### src/core/tavg_pkg.sv
// Purpose: shared constants, types and scaling for the temperature averager
// Assumes: celsius values are signed 16-bit, 0.1 degC per bit
// Notes:   process values are signed 16-bit and saturate at the limits
package tavg_pkg;

  localparam int          TAVG_NCH     = 8;
  localparam int          TAVG_NAVG    = 3;
  localparam int          TAVG_FV_W    = 16;
  localparam int          TAVG_SUM_W   = 20;
  localparam int          TAVG_CNT_W   = 4;
  localparam int          TAVG_STEP_W  = 5;
  localparam int          TAVG_ADDR_W  = 8;
  localparam logic [TAVG_STEP_W-1:0] TAVG_STEPS = 5'h14;

  // averaging groups: bank 1, bank 2, every channel
  localparam logic [TAVG_NCH-1:0] TAVG_MASK_B1  = 8'h0f;
  localparam logic [TAVG_NCH-1:0] TAVG_MASK_B2  = 8'hf0;
  localparam logic [TAVG_NCH-1:0] TAVG_MASK_ALL = 8'hff;

  // register byte offsets
  localparam logic [TAVG_ADDR_W-1:0] TAVG_A_MODE   = 8'h00;
  localparam logic [TAVG_ADDR_W-1:0] TAVG_A_FACTOR = 8'h04;
  localparam logic [TAVG_ADDR_W-1:0] TAVG_A_OFFSET = 8'h08;
  localparam logic [TAVG_ADDR_W-1:0] TAVG_A_FV0    = 8'h0c;
  localparam logic [TAVG_ADDR_W-1:0] TAVG_A_FV1    = 8'h10;
  localparam logic [TAVG_ADDR_W-1:0] TAVG_A_FV2    = 8'h14;
  localparam logic [TAVG_ADDR_W-1:0] TAVG_A_PV0    = 8'h18;
  localparam logic [TAVG_ADDR_W-1:0] TAVG_A_PV1    = 8'h1c;
  localparam logic [TAVG_ADDR_W-1:0] TAVG_A_PV2    = 8'h20;
  localparam logic [TAVG_ADDR_W-1:0] TAVG_A_STATUS = 8'h24;

  // reset values and plugged outputs
  localparam logic [TAVG_NAVG-1:0] TAVG_MODE_RST   = 3'h7;
  localparam logic [15:0]          TAVG_FACTOR_RST = 16'h0010;
  localparam logic [15:0]          TAVG_OFFSET_RST = 16'h1110;
  localparam logic [15:0]          TAVG_PV_OFF     = 16'hffff;
  localparam logic [15:0]          TAVG_PV_NODATA  = 16'hfe80;
  localparam logic signed [31:0]   TAVG_FV_PER_DEG = 32'sh0000000a;
  localparam logic signed [33:0]   TAVG_PV_MAX     = 34'sh00007fff;
  localparam logic signed [33:0]   TAVG_PV_MIN     = -34'sh00008000;

  typedef struct packed {
    logic [TAVG_FV_W-1:0] celsius;
    logic                 disabled;
    logic                 openCkt;
    logic                 shortCkt;
    logic                 frozen;
  } tavg_chan_t;

  typedef struct packed {
    logic [15:0] pvAll;
    logic [15:0] pvBank2;
    logic [15:0] pvBank1;
  } tavg_pdo_t;

  typedef enum logic [1:0] {ST_IDLE, ST_RUN, ST_SCALE, ST_SEND} tavg_state_t;

  // celsius tenths times factor gives factor units per degree, plus offset
  function automatic logic [15:0] tavg_scale(input logic [15:0] fv,
                                             input logic [15:0] fac,
                                             input logic [15:0] off);
    logic signed [31:0] prod;
    logic signed [33:0] sum;
    prod = $signed(fv) * $signed(fac);
    sum  = 34'(prod / TAVG_FV_PER_DEG) + 34'($signed(off));
    if (sum > TAVG_PV_MAX) begin
      tavg_scale = TAVG_PV_MAX[15:0];
    end else if (sum < TAVG_PV_MIN) begin
      tavg_scale = TAVG_PV_MIN[15:0];
    end else begin
      tavg_scale = sum[15:0];
    end
  endfunction : tavg_scale

endpackage : tavg_pkg
### src/core/tavg_core.sv
// Purpose: three masked temperature averages, scaled and broadcast
// Assumes: channel inputs come from logic on mclk, APB slave zero wait
// Notes:   a full recompute takes about 24 cycles, far below a channel scan
//
// Added by the designer: the register addresses and register access over APB.
`timescale 1ns/1ps
module tavg_core
  import tavg_pkg::*;
(
  input  wire logic                          mclk,
  input  wire logic                          reset_n,
  input  wire tavg_chan_t [TAVG_NCH-1:0]     chanIn,
  input  wire logic                          psel,
  input  wire logic                          penable,
  input  wire logic                          pwrite,
  input  wire logic [TAVG_ADDR_W-1:0]        paddr,
  input  wire logic [31:0]                   pwdata,
  output logic [31:0]                        prdata,
  output logic                               pready,
  output logic                               pslverr,
  output logic                               pdoValid,
  output tavg_pdo_t                          pdoData
);

  localparam logic [TAVG_NAVG-1:0][TAVG_NCH-1:0] GROUP_MASK =
    {TAVG_MASK_ALL, TAVG_MASK_B2, TAVG_MASK_B1};

  tavg_state_t                                  stateReg, stateNext;
  tavg_chan_t [TAVG_NCH-1:0]                    snapReg, snapNext;
  logic                                         startReg, startNext;
  logic                                         dirtyReg, dirtyNext;
  logic [TAVG_NAVG-1:0]                         seenReg, seenNext;
  logic [TAVG_NAVG-1:0][15:0]                   fvReg, fvNext;
  logic [TAVG_NAVG-1:0][15:0]                   pvReg, pvNext;
  logic [TAVG_NAVG-1:0]                         modeReg, modeNext;
  logic [15:0]                                  factorReg, factorNext;
  logic [15:0]                                  offsetReg, offsetNext;
  logic [31:0]                                  rdataReg, rdataNext;
  logic                                         errReg, errNext;
  logic [TAVG_NCH-1:0]                          chanOk;
  logic [TAVG_NCH-1:0][TAVG_FV_W-1:0]           snapVals;
  logic [TAVG_NAVG-1:0][TAVG_NCH-1:0]           useMask;
  logic [TAVG_NAVG-1:0]                         meanDone;
  logic [TAVG_NAVG-1:0][15:0]                   meanVal;
  logic [TAVG_NAVG-1:0][TAVG_CNT_W-1:0]         meanCnt;
  logic                                         changed;
  logic                                         wrParam;
  logic                                         setupPh;
  logic                                         accessWr;

  // a channel counts only when enabled and free of every fault flag
  always_comb begin
    for (int i = 0; i < TAVG_NCH; i++) begin
      chanOk[i] = !(snapReg[i].disabled | snapReg[i].openCkt |
                    snapReg[i].shortCkt | snapReg[i].frozen);
      snapVals[i] = snapReg[i].celsius;
    end
    for (int k = 0; k < TAVG_NAVG; k++) begin
      useMask[k] = chanOk & GROUP_MASK[k] & {TAVG_NCH{modeReg[k]}};
    end
  end

  // one divider per average; all three run side by side
  for (genvar k = 0; k < TAVG_NAVG; k++) begin : g_mean
    tavg_mean u_mean (
      .mclk    (mclk),
      .reset_n (reset_n),
      .start   (startReg),
      .vals    (snapVals),
      .useMask (useMask[k]),
      .done    (meanDone[k]),
      .mean    (meanVal[k]),
      .count   (meanCnt[k])
    );
  end

  // any value or flag change, or a parameter write, asks for a recompute
  assign changed = (chanIn != snapReg) | dirtyReg;

  // sequencer: snapshot, divide, scale, broadcast
  always_comb begin
    stateNext = stateReg;
    snapNext  = snapReg;
    startNext = 1'b0;
    seenNext  = seenReg;
    fvNext    = fvReg;
    pvNext    = pvReg;
    // a write landing while busy keeps the request alive
    dirtyNext = wrParam | (dirtyReg & (stateReg != ST_IDLE));
    unique case (stateReg)
      ST_IDLE: begin
        if (changed) begin
          snapNext  = chanIn;
          startNext = 1'b1;
          seenNext  = '0;
          stateNext = ST_RUN;
        end
      end
      ST_RUN: begin
        seenNext = seenReg | meanDone;
        if (&(seenReg | meanDone)) begin
          stateNext = ST_SCALE;
        end
      end
      ST_SCALE: begin
        for (int k = 0; k < TAVG_NAVG; k++) begin
          if (!modeReg[k]) begin
            fvNext[k] = '0;
            pvNext[k] = TAVG_PV_OFF;
          end else if (meanCnt[k] == '0) begin
            fvNext[k] = '0;
            pvNext[k] = TAVG_PV_NODATA;
          end else begin
            fvNext[k] = meanVal[k];
            pvNext[k] = tavg_scale(meanVal[k], factorReg, offsetReg);
          end
        end
        stateNext = ST_SEND;
      end
      ST_SEND: begin
        stateNext = ST_IDLE;
      end
    endcase
  end

  always_ff @(posedge mclk or negedge reset_n) begin
    if (!reset_n) begin
      stateReg <= ST_IDLE;
      snapReg  <= '0;
      startReg <= 1'b0;
      dirtyReg <= 1'b1;   // forces a first broadcast after reset
      seenReg  <= '0;
      fvReg    <= '0;
      pvReg    <= '0;
    end else begin
      stateReg <= stateNext;
      snapReg  <= snapNext;
      startReg <= startNext;
      dirtyReg <= dirtyNext;
      seenReg  <= seenNext;
      fvReg    <= fvNext;
      pvReg    <= pvNext;
    end
  end

  // broadcast frame, one pulse per recompute
  assign pdoValid = (stateReg == ST_SEND);
  assign pdoData  = '{pvAll: pvReg[2], pvBank2: pvReg[1], pvBank1: pvReg[0]};

  // apb slave: read data and error are latched in the setup cycle
  assign setupPh  = psel & ~penable;
  assign accessWr = psel & penable & pwrite;
  assign wrParam  = accessWr & ((paddr == TAVG_A_MODE) |
                    (paddr == TAVG_A_FACTOR) | (paddr == TAVG_A_OFFSET));

  always_comb begin
    modeNext   = modeReg;
    factorNext = factorReg;
    offsetNext = offsetReg;
    rdataNext  = rdataReg;
    errNext    = errReg;
    if (accessWr && paddr == TAVG_A_MODE) begin
      modeNext = pwdata[TAVG_NAVG-1:0];
    end
    if (accessWr && paddr == TAVG_A_FACTOR) begin
      factorNext = pwdata[15:0];
    end
    if (accessWr && paddr == TAVG_A_OFFSET) begin
      offsetNext = pwdata[15:0];
    end
    if (setupPh) begin
      errNext = 1'b0;
      unique case (paddr)
        TAVG_A_MODE:   rdataNext = {29'h0, modeReg};
        TAVG_A_FACTOR: rdataNext = {16'h0, factorReg};
        TAVG_A_OFFSET: rdataNext = {16'h0, offsetReg};
        TAVG_A_FV0:    rdataNext = {16'h0, fvReg[0]};
        TAVG_A_FV1:    rdataNext = {16'h0, fvReg[1]};
        TAVG_A_FV2:    rdataNext = {16'h0, fvReg[2]};
        TAVG_A_PV0:    rdataNext = {16'h0, pvReg[0]};
        TAVG_A_PV1:    rdataNext = {16'h0, pvReg[1]};
        TAVG_A_PV2:    rdataNext = {16'h0, pvReg[2]};
        TAVG_A_STATUS: rdataNext = {24'h0, meanCnt[2], 3'h0,
                                    stateReg != ST_IDLE};
        default: begin
          rdataNext = 32'h0;
          errNext   = 1'b1;   // unmapped address
        end
      endcase
      // read-only results refuse writes
      if (pwrite && paddr != TAVG_A_MODE && paddr != TAVG_A_FACTOR &&
          paddr != TAVG_A_OFFSET) begin
        errNext = 1'b1;
      end
    end
  end

  always_ff @(posedge mclk or negedge reset_n) begin
    if (!reset_n) begin
      modeReg   <= TAVG_MODE_RST;
      factorReg <= TAVG_FACTOR_RST;
      offsetReg <= TAVG_OFFSET_RST;
      rdataReg  <= '0;
      errReg    <= 1'b0;
    end else begin
      modeReg   <= modeNext;
      factorReg <= factorNext;
      offsetReg <= offsetNext;
      rdataReg  <= rdataNext;
      errReg    <= errNext;
    end
  end

  assign prdata  = rdataReg;
  assign pready  = 1'b1;
  assign pslverr = errReg & psel & penable;

  // checks
  logic firstReg;
  always_ff @(posedge mclk or negedge reset_n) begin
    if (!reset_n) begin
      firstReg <= 1'b0;
    end else begin
      firstReg <= 1'b1;
    end
  end
endmodule : tavg_core

### src/core/tavg_mean.sv
// Purpose: masked sum and mean of eight celsius values
// Assumes: start is a one-cycle pulse with vals and useMask stable after it
// Notes:   division is bit-serial, 20 cycles; no channel gives mean 0
`timescale 1ns/1ps
module tavg_mean
  import tavg_pkg::*;
(
  input  wire logic                               mclk,
  input  wire logic                               reset_n,
  input  wire logic                               start,
  input  wire logic [TAVG_NCH-1:0][TAVG_FV_W-1:0] vals,
  input  wire logic [TAVG_NCH-1:0]                useMask,
  output logic                                    done,
  output logic [TAVG_FV_W-1:0]                    mean,
  output logic [TAVG_CNT_W-1:0]                   count
);

  logic signed [TAVG_SUM_W-1:0] sumC;
  logic [TAVG_CNT_W-1:0]        cntC;
  logic                         busyReg, busyNext;
  logic                         doneReg, doneNext;
  logic                         negReg, negNext;
  logic [TAVG_STEP_W-1:0]       stepReg, stepNext;
  logic [TAVG_SUM_W-1:0]        dvdReg, dvdNext;
  logic [TAVG_CNT_W-1:0]        remReg, remNext;
  logic [TAVG_CNT_W-1:0]        cntReg, cntNext;
  logic [TAVG_FV_W-1:0]         meanReg, meanNext;
  logic [TAVG_CNT_W:0]          trial;

  // masked sum and contributor count, wide enough for eight full values
  always_comb begin
    sumC = '0;
    cntC = '0;
    for (int i = 0; i < TAVG_NCH; i++) begin
      if (useMask[i]) begin
        sumC = sumC + TAVG_SUM_W'($signed(vals[i]));
        cntC = cntC + TAVG_CNT_W'(1);
      end
    end
  end

  // restoring division of the magnitude; sign restored at the end
  always_comb begin
    busyNext = busyReg;
    doneNext = 1'b0;
    negNext  = negReg;
    stepNext = stepReg;
    dvdNext  = dvdReg;
    remNext  = remReg;
    cntNext  = cntReg;
    meanNext = meanReg;
    trial    = {remReg, dvdReg[TAVG_SUM_W-1]};
    if (start) begin
      cntNext  = cntC;
      negNext  = sumC[TAVG_SUM_W-1];
      dvdNext  = sumC[TAVG_SUM_W-1] ? TAVG_SUM_W'(-sumC) : sumC;
      remNext  = '0;
      stepNext = TAVG_STEPS;
      busyNext = (cntC != '0);
      doneNext = (cntC == '0);     // nothing to divide: answer at once
      if (cntC == '0) begin
        meanNext = '0;
      end
    end else if (busyReg) begin
      if (trial >= {1'b0, cntReg}) begin
        remNext = TAVG_CNT_W'(trial - {1'b0, cntReg});
        dvdNext = {dvdReg[TAVG_SUM_W-2:0], 1'b1};
      end else begin
        remNext = trial[TAVG_CNT_W-1:0];
        dvdNext = {dvdReg[TAVG_SUM_W-2:0], 1'b0};
      end
      stepNext = stepReg - TAVG_STEP_W'(1);
      if (stepReg == TAVG_STEP_W'(1)) begin
        busyNext = 1'b0;
        doneNext = 1'b1;
        meanNext = negReg ? TAVG_FV_W'(-dvdNext) : dvdNext[TAVG_FV_W-1:0];
      end
    end
  end

  always_ff @(posedge mclk or negedge reset_n) begin
    if (!reset_n) begin
      busyReg <= 1'b0;
      doneReg <= 1'b0;
      negReg  <= 1'b0;
      stepReg <= '0;
      dvdReg  <= '0;
      remReg  <= '0;
      cntReg  <= '0;
      meanReg <= '0;
    end else begin
      busyReg <= busyNext;
      doneReg <= doneNext;
      negReg  <= negNext;
      stepReg <= stepNext;
      dvdReg  <= dvdNext;
      remReg  <= remNext;
      cntReg  <= cntNext;
      meanReg <= meanNext;
    end
  end

  assign done  = doneReg;
  assign mean  = meanReg;
  assign count = cntReg;

endmodule : tavg_mean

### config.mk
export PLATFORM = sky130hd
export DESIGN_NAME = tavg_core
export DESIGN_NICKNAME = d
export VERILOG_FILES = /design/src/core/tavg_pkg.sv /design/src/core/tavg_core.sv /design/src/core/tavg_mean.sv
export SDC_FILE = /design/constraint.sdc
export NUM_CORES = 2
export LEC_CHECK = 0
export BUFFER_PORTS_ARGS = -buffer_cell sky130_fd_sc_hd__buf_2
export CORE_MARGIN = 1
export CORE_UTILIZATION = 60
export CTS_BUF_LIST = sky130_fd_sc_hd__clkbuf_4 sky130_fd_sc_hd__clkbuf_8
export CTS_CLUSTER_SIZE = 14
export DETAILED_ROUTE_END_ITERATION = 16
export HOLD_SLACK_MARGIN = 0.15
export PLACE_DENSITY = 0.77
export SYNTH_ARGS = -nofsm -noshare
export SYNTH_HDL_FRONTEND = slang
export SYNTH_SLANG_ARGS = --single-unit
### constraint.sdc
create_clock -name mclk -period 68.6 [get_ports mclk]
set_input_delay 3.43 -clock mclk [delete_from_list [all_inputs] [get_ports mclk]]
set_output_delay 3.43 -clock mclk [all_outputs]
set_load 0.01 [all_outputs]
# --- Yosys cells after proc, flatten, opt, wreduce, memory -nomap -nowiden ---
# Index checks and enable logic that the tools add are counted.
op_classes:
  n_mux: 142
  div: 3
  n_lt_le_gt_ge: 9
  reduce_logical: 42
  mul: 3
  n_eq_ne: 23
  addsub: 57
  bitwise: 40
ops:
  columns: ["operator", "count"]
  rows:
  - ["2-to-1 mux 20 bit", 39]
  - ["2-to-1 mux 16 bit", 33]
  - ["adder 20 x 16 -> 20 bit", 21]
  - ["inequality test 160 bit", 1]
  - ["one-hot mux 16 bit (10 select lines)", 1]
  - ["2-to-1 mux 4 bit", 30]
  - ["adder 34 x 16 -> 34 bit", 3]
  - ["divider 34 x 5 -> 34 bit, second input constant", 3]
  - ["greater-than comparator 34 x 16 -> 1 bit, second input constant", 3]
  - ["< comparator 34 x 16 -> 1 bit, second input constant", 3]
  - ["multiplier 16 x 16 -> 32 bit", 3]
  - ["adder 4 x 1 -> 4 bit, second input constant", 18]
  - ["negation 20 bit", 3]
  - ["negation 16 bit", 3]
  - ["equality test 8 x 5 -> 1 bit, second input constant", 4]
  - ["2-to-1 mux 5 bit", 6]
  - ["2-to-1 mux 1 bit", 28]
  - ["bitwise OR 1 bit", 28]
  - ["logical NOT 4 bit", 6]
  - ["AND 8 bit", 2]
  - ["equality test 8 x 4 -> 1 bit, second input constant", 2]
  - ["equality test 8 x 6 -> 1 bit, second input constant", 2]
  - ["nonzero test 2 bit", 8]
  - ["equality test 5 x 1 -> 1 bit, second input constant", 3]
  - ["28 further kinds", 66]
totals:
  reg_bits: 487
  output_inout_bits: 83

# --- Logic depth before layout (Yosys ltp) ---
logic_depth:
  depth_word: 23
  mapped_depth: 126

# --- Cells and area by module ---
# A second synthesis with hierarchy kept.
unflattened:
  cells_unflattened: 13858
  area_unflattened_um2: 108099.9
by_module_without_submodules:
  columns: ["module", "cells_each", "n_inst", "area_each_um2", "seq_area_each_um2"]
  rows:
  - ["tavg_core", 8631, 1, 69568.0, 7892.6]
  - ["tavg_mean at g_mean[0].u_mean ...", 1758, 2, 12946.2, 1301.2]
  - ["tavg_mean at g_mean[2].u_mean", 1711, 1, 12639.6, 1301.2]

# --- Worst setup path after synthesis ---
# No wires, ideal clock.
synth_timing:
  kind: "reg2reg"
  start: "register factorReg[4]"
  end: "register pvReg (netlist bit pdoData[37])"
  arrival_time_ns: 24.008
  setup_slack_ns: 44.515
  setup_ns: 0.077
  path_buffers: 11
  path_stages_with_launch: 115
  path_cell_list: "dfstp_2 clkbuf_1 clkbuf_1 nand2_1 inv_1 fa_1 inv_1 fa_1 inv_1 fa_1 fa_1 fa_1 inv_1 fa_1 inv_1 ha_1 clkbuf_1 a21o_1 [... 79 more ...] a21oi_1 o21bai_1 a21oi_1 o21bai_1 a21oi_1 o21bai_1 a21oi_1 o21bai_1 a21oi_1 o21bai_1 a21oi_1 xnor2_1 inv_1 and3_1 o21ai_2 buf_4 nand3_1 a21oi_1"
synth_via:
  elab_chain_cells: 8
  elab_cells_between_ends: 9
  classes_between: "1 x add/sub; 1 x mul; 1 x div; 2 x order compare; 4 x mux"
synth_rtl:
  columns: ["item", "line", "text"]
  rows:
  - ["start: declaration", "tavg_core.sv:36", "logic [15:0] factorReg, factorNext;"]
  - ["start signal: assignment", "tavg_core.sv:207", "factorReg <= factorNext;"]
  - ["multiplier 16 x 16 -> 32 bit *", "tavg_pkg.sv:64", "prod = $signed(fv) * $signed(fac);"]
  - ["divider 34 x 5 -> 34 bit *", "tavg_pkg.sv:65", "sum = 34'(prod / TAVG_FV_PER_DEG) + 34'($signed(off));"]
  - ["adder 34 x 16 -> 34 bit *", "tavg_pkg.sv:65", null]
  - ["< comparator 34 x 16 -> 1 bit", "tavg_pkg.sv:68", "end else if (sum < TAVG_PV_MIN) begin"]
  - ["2-to-1 mux 16 bit", "tavg_pkg.sv:68", null]
  - ["2-to-1 mux 16 bit *", "tavg_pkg.sv:66", "if (sum > TAVG_PV_MAX) begin"]
  - ["2-to-1 mux 16 bit *", "tavg_core.sv:110", "end else if (meanCnt[k] == '0) begin"]
  - ["2-to-1 mux 16 bit *", "tavg_core.sv:107", "if (!modeReg[k]) begin"]
  - ["end signal: assignment", "tavg_core.sv:142", "pvReg <= pvNext;"]
  - ["end: declaration", "tavg_core.sv:34", "logic [TAVG_NAVG-1:0][15:0] pvReg, pvNext;"]
# Every way passes the cells marked *; elsewhere a longest branch is shown, timed or not.
# A chain may end at the register's enable or synchronous reset.

# --- Worst setup path in the final report ---
layout_timing:
  start: "register factorReg[3]"
  end: "register pvReg (netlist bit pdoData[32])"
# Same word-level chain as after synthesis.

==> impl_results.md <==
* Synth area leaders: fa_1 18%, dfrtp_1 13%, ha_1 8.7%, nand2_1 6.0%, xnor2_1 5.9%
* Status: complete, no violations
* Cells after Synth at 11,500
* Area share of the largest cell type after synthesis at roughly 18%
* Via density per instance at 6.30
* Setup crit start kind: flip-flop
* Setup-failing EPs final at 0
* Synth cell count leaders: 1,463 x nand2_1, 1,409 x inv_1, 805 x fa_1
* CTS tree: yes
* Number of synthesized flops with an enable pin at 0
* Num ports at 288
* Grt ovf at 0
* CP max stage cell: xor2_1
* Core area at 0.150 mm^2
* Initial Utilization at ~61%
* Most numerous cell in the Yosys netlist: nand2_1
* Cell repeated most along the worst path: a21oi_1
* CTS clk-pin slew, worst paths at ~70 ps
* Slew headroom at 16.2%
* Placed inst area at 0.0934 mm^2
* First-pass GRT wire length at 461 mm
* Post-synth top area cell: fa_1
* Detailed Route WL at 294 mm
* Placed cells at about 13,000
* Flops & latches, synth at 471
* Hold Crit Class: reg -> reg
* CTS sink count at 471
* Post-route DRC at 0
* Final net count at 13,100
* Crit path max fanout at 34
* Setup WS pre-CTS at 39,030 ps
* Cell area after synthesis at between 0.09 and 0.1 mm^2
* GRT met1 Usage at ~50%
* Post-route setup slack at roughly 38,000 ps
* Post-synthesis sequential area ratio at 13.0%
* Max Cap Violations at 0
* Crit path DAT at 30,950 ps
* Synth unique cells at 179
* RSZ-0062 raised after global routing: false
* Resized Gates After CTS at 0
* Hold Violations, Final at 0
* DRT antenna net count at 0
* Peak Freq at around 33 MHz
* GR Util met3 at 9.17%
* Worst Tran Pin Value at 1250 ps
* Final Non-Filler Cells at 13,500
* Share of cells above drive strength 1 at 8.02%
* Vias at roughly 85,000
* Routed WL per cell at 21.7 um
* Root Buffer: clkbuf_8
* Finished Cell Area at between 0.09 and 0.1 mm^2
* Port Buf Inserts at 254
* Ys async rst share at between 90% and 100%
* Die width at 391 um
* Crit-path max cell delay at 1000 ps
* Final worst-path cycle share at roughly 44%
* Pin count of the biggest net entering global routing at 111
* GR met2 Demand/Resource at 59.8%
* CP Capture Type: flip-flop
* Synth Flop Type: dfrtp_1
* Setup TNS at 0 ps
* Routability cong. at 1.02
* CTS Hold Buffers Added at 0
* Final HPWL DP at 231 mm
* Die ar. at 0.153 mm^2
* Synth-to-Final Area Change at 4.95%
* Syn avg cell area at 7.94 um^2
* Die H at 391 um
* Crit path time final at between 30,000 and 40,000 ps
* Slew Viols, Final at 0
* Placement Rows at 142
* Worst-skew pair later-pin latency at 850 ps
* WS Path Type: reg -> reg
* Vias in the first global route at 83,500
* GRT Total Usage at 38.1%
* Gr busiest metal: met2
* Depth of the CTS H-tree at 3
* Final Skew at 105 ps
* Initial antenna violation count at 18
* YS warnings at 0
* DR pass1 iterations at 9
* Setup bufs post-CTS at 0
* Req. time, crit path at roughly 70,000 ps
* Clock Path Buffers at 3
* CTS buffer count at 88
* Initial DRC count at ~8,400
[kinds of logic after synthesis]
family,Yosys count,share of synthesized area [%]
AO/OA/AOI/OAI,2800,20.9
XOR/XNOR,915,8.91
adder cells (fa/ha/maj),1454,26.6
buffers and inverters,1931,8.53
flip-flops,471,13.0
multiplexers,224,2.60
other,2,0.00825
AND/OR/NAND/NOR,3665,19.5
[worst max-delay path, delay by kind of cell (launching register included)]
kind / cells / cell delay, ps
compound gates: 62 / 16080
mux: 5 / 1680
simple gates: 16 / 4160
fa+ha+maj: 10 / 4230
xor+xnor: 3 / 1360
buf+inv: 8 / 1810
flops: 1 / 770
[metrics by stage]
step                hold slack (ps)  util [%]
finish                          506      63.6
global route                    525      63.6
CTS                             508      63.6
detailed placement              487      62.2
global placement                484      62.2
floorplan                       464         -
[flip-flops by register name (all words and copies together) (netlist names), 2 cells and up]
signal and flops:
factorReg 16, fvReg 48, g_mean.u_mean.busyReg 3, g_mean.u_mean.count 12, g_mean.u_mean.done 3, g_mean.u_mean.dvdReg 60
g_mean.u_mean.mean 48, g_mean.u_mean.negReg 3, g_mean.u_mean.remReg 12, g_mean.u_mean.stepReg 15, modeReg 3, offsetReg 16
pdoData 48, prdata 16, seenReg 3, snapReg 160, stateReg 2
[routing by layer]
metal  vias to the layer above  part of all wire, %
li1                      39000                    -
met1                     41400                   40
met2                      3922                   44
met4                        12                  5.4
met5                         -                0.025
met3                       766                   10
[cells in the final DEF, fill, tap and decap left out, types with 64 or more instances in the layout]
cell	count
nand2_1	1463
inv_1	1408
fa_1	805
nor2_1	664
a21oi_1	649
o21ai_0	643
ha_1	635
xnor2_1	616
dfrtp_1	460
and2_1	433
xor2_1	286
buf_2	253
o21bai_1	205
nor3_1	193
nand3_1	183
mux2i_1	132
a21o_1	116
buf_4	114
clkbuf_8	107
nor4_1	100
and3_1	92
mux2_2	88
nand2b_1	87
o211ai_1	85
a31oi_1	85
o21a_1	84
a211oi_1	83
nand4_1	82
o22ai_1	65
nor2b_1	64
[area by class of cell]
type | count | area [um^2]
Multi-Input combinational cell | 9075 | 71600
Fill cell | 13000 | 54600
Sequential cell | 471 | 11800
Inverter | 1411 | 5300
Tap cell | 2016 | 2520
Timing Repair Buffer | 368 | 2140
Clock buffer | 128 | 1630
Clock inverter | 34 | 497
Antenna cell | 10 | 25.0
[worst paths after layout]
check | from | end | slack [ps] | cells past startpoint
hold / removal | prdata[2] | prdata[2] | 510 | 1
setup / recovery | factorReg[3] | pdoData[32] | 38370 | 104
max in group asynchronous | reset_n | factorReg[7] | 62890 | 4
setup reg to reg | factorReg[3] | pdoData[32] | 38370 | 104
hold reg to reg | prdata[2] | prdata[2] | 510 | 1
min in group asynchronous | reset_n | snapReg[80] | 2640 | 1
Power is left out: the tool's default activity adds up to more than one toggle a clock period on the data nets, which glitch-free logic cannot reach.
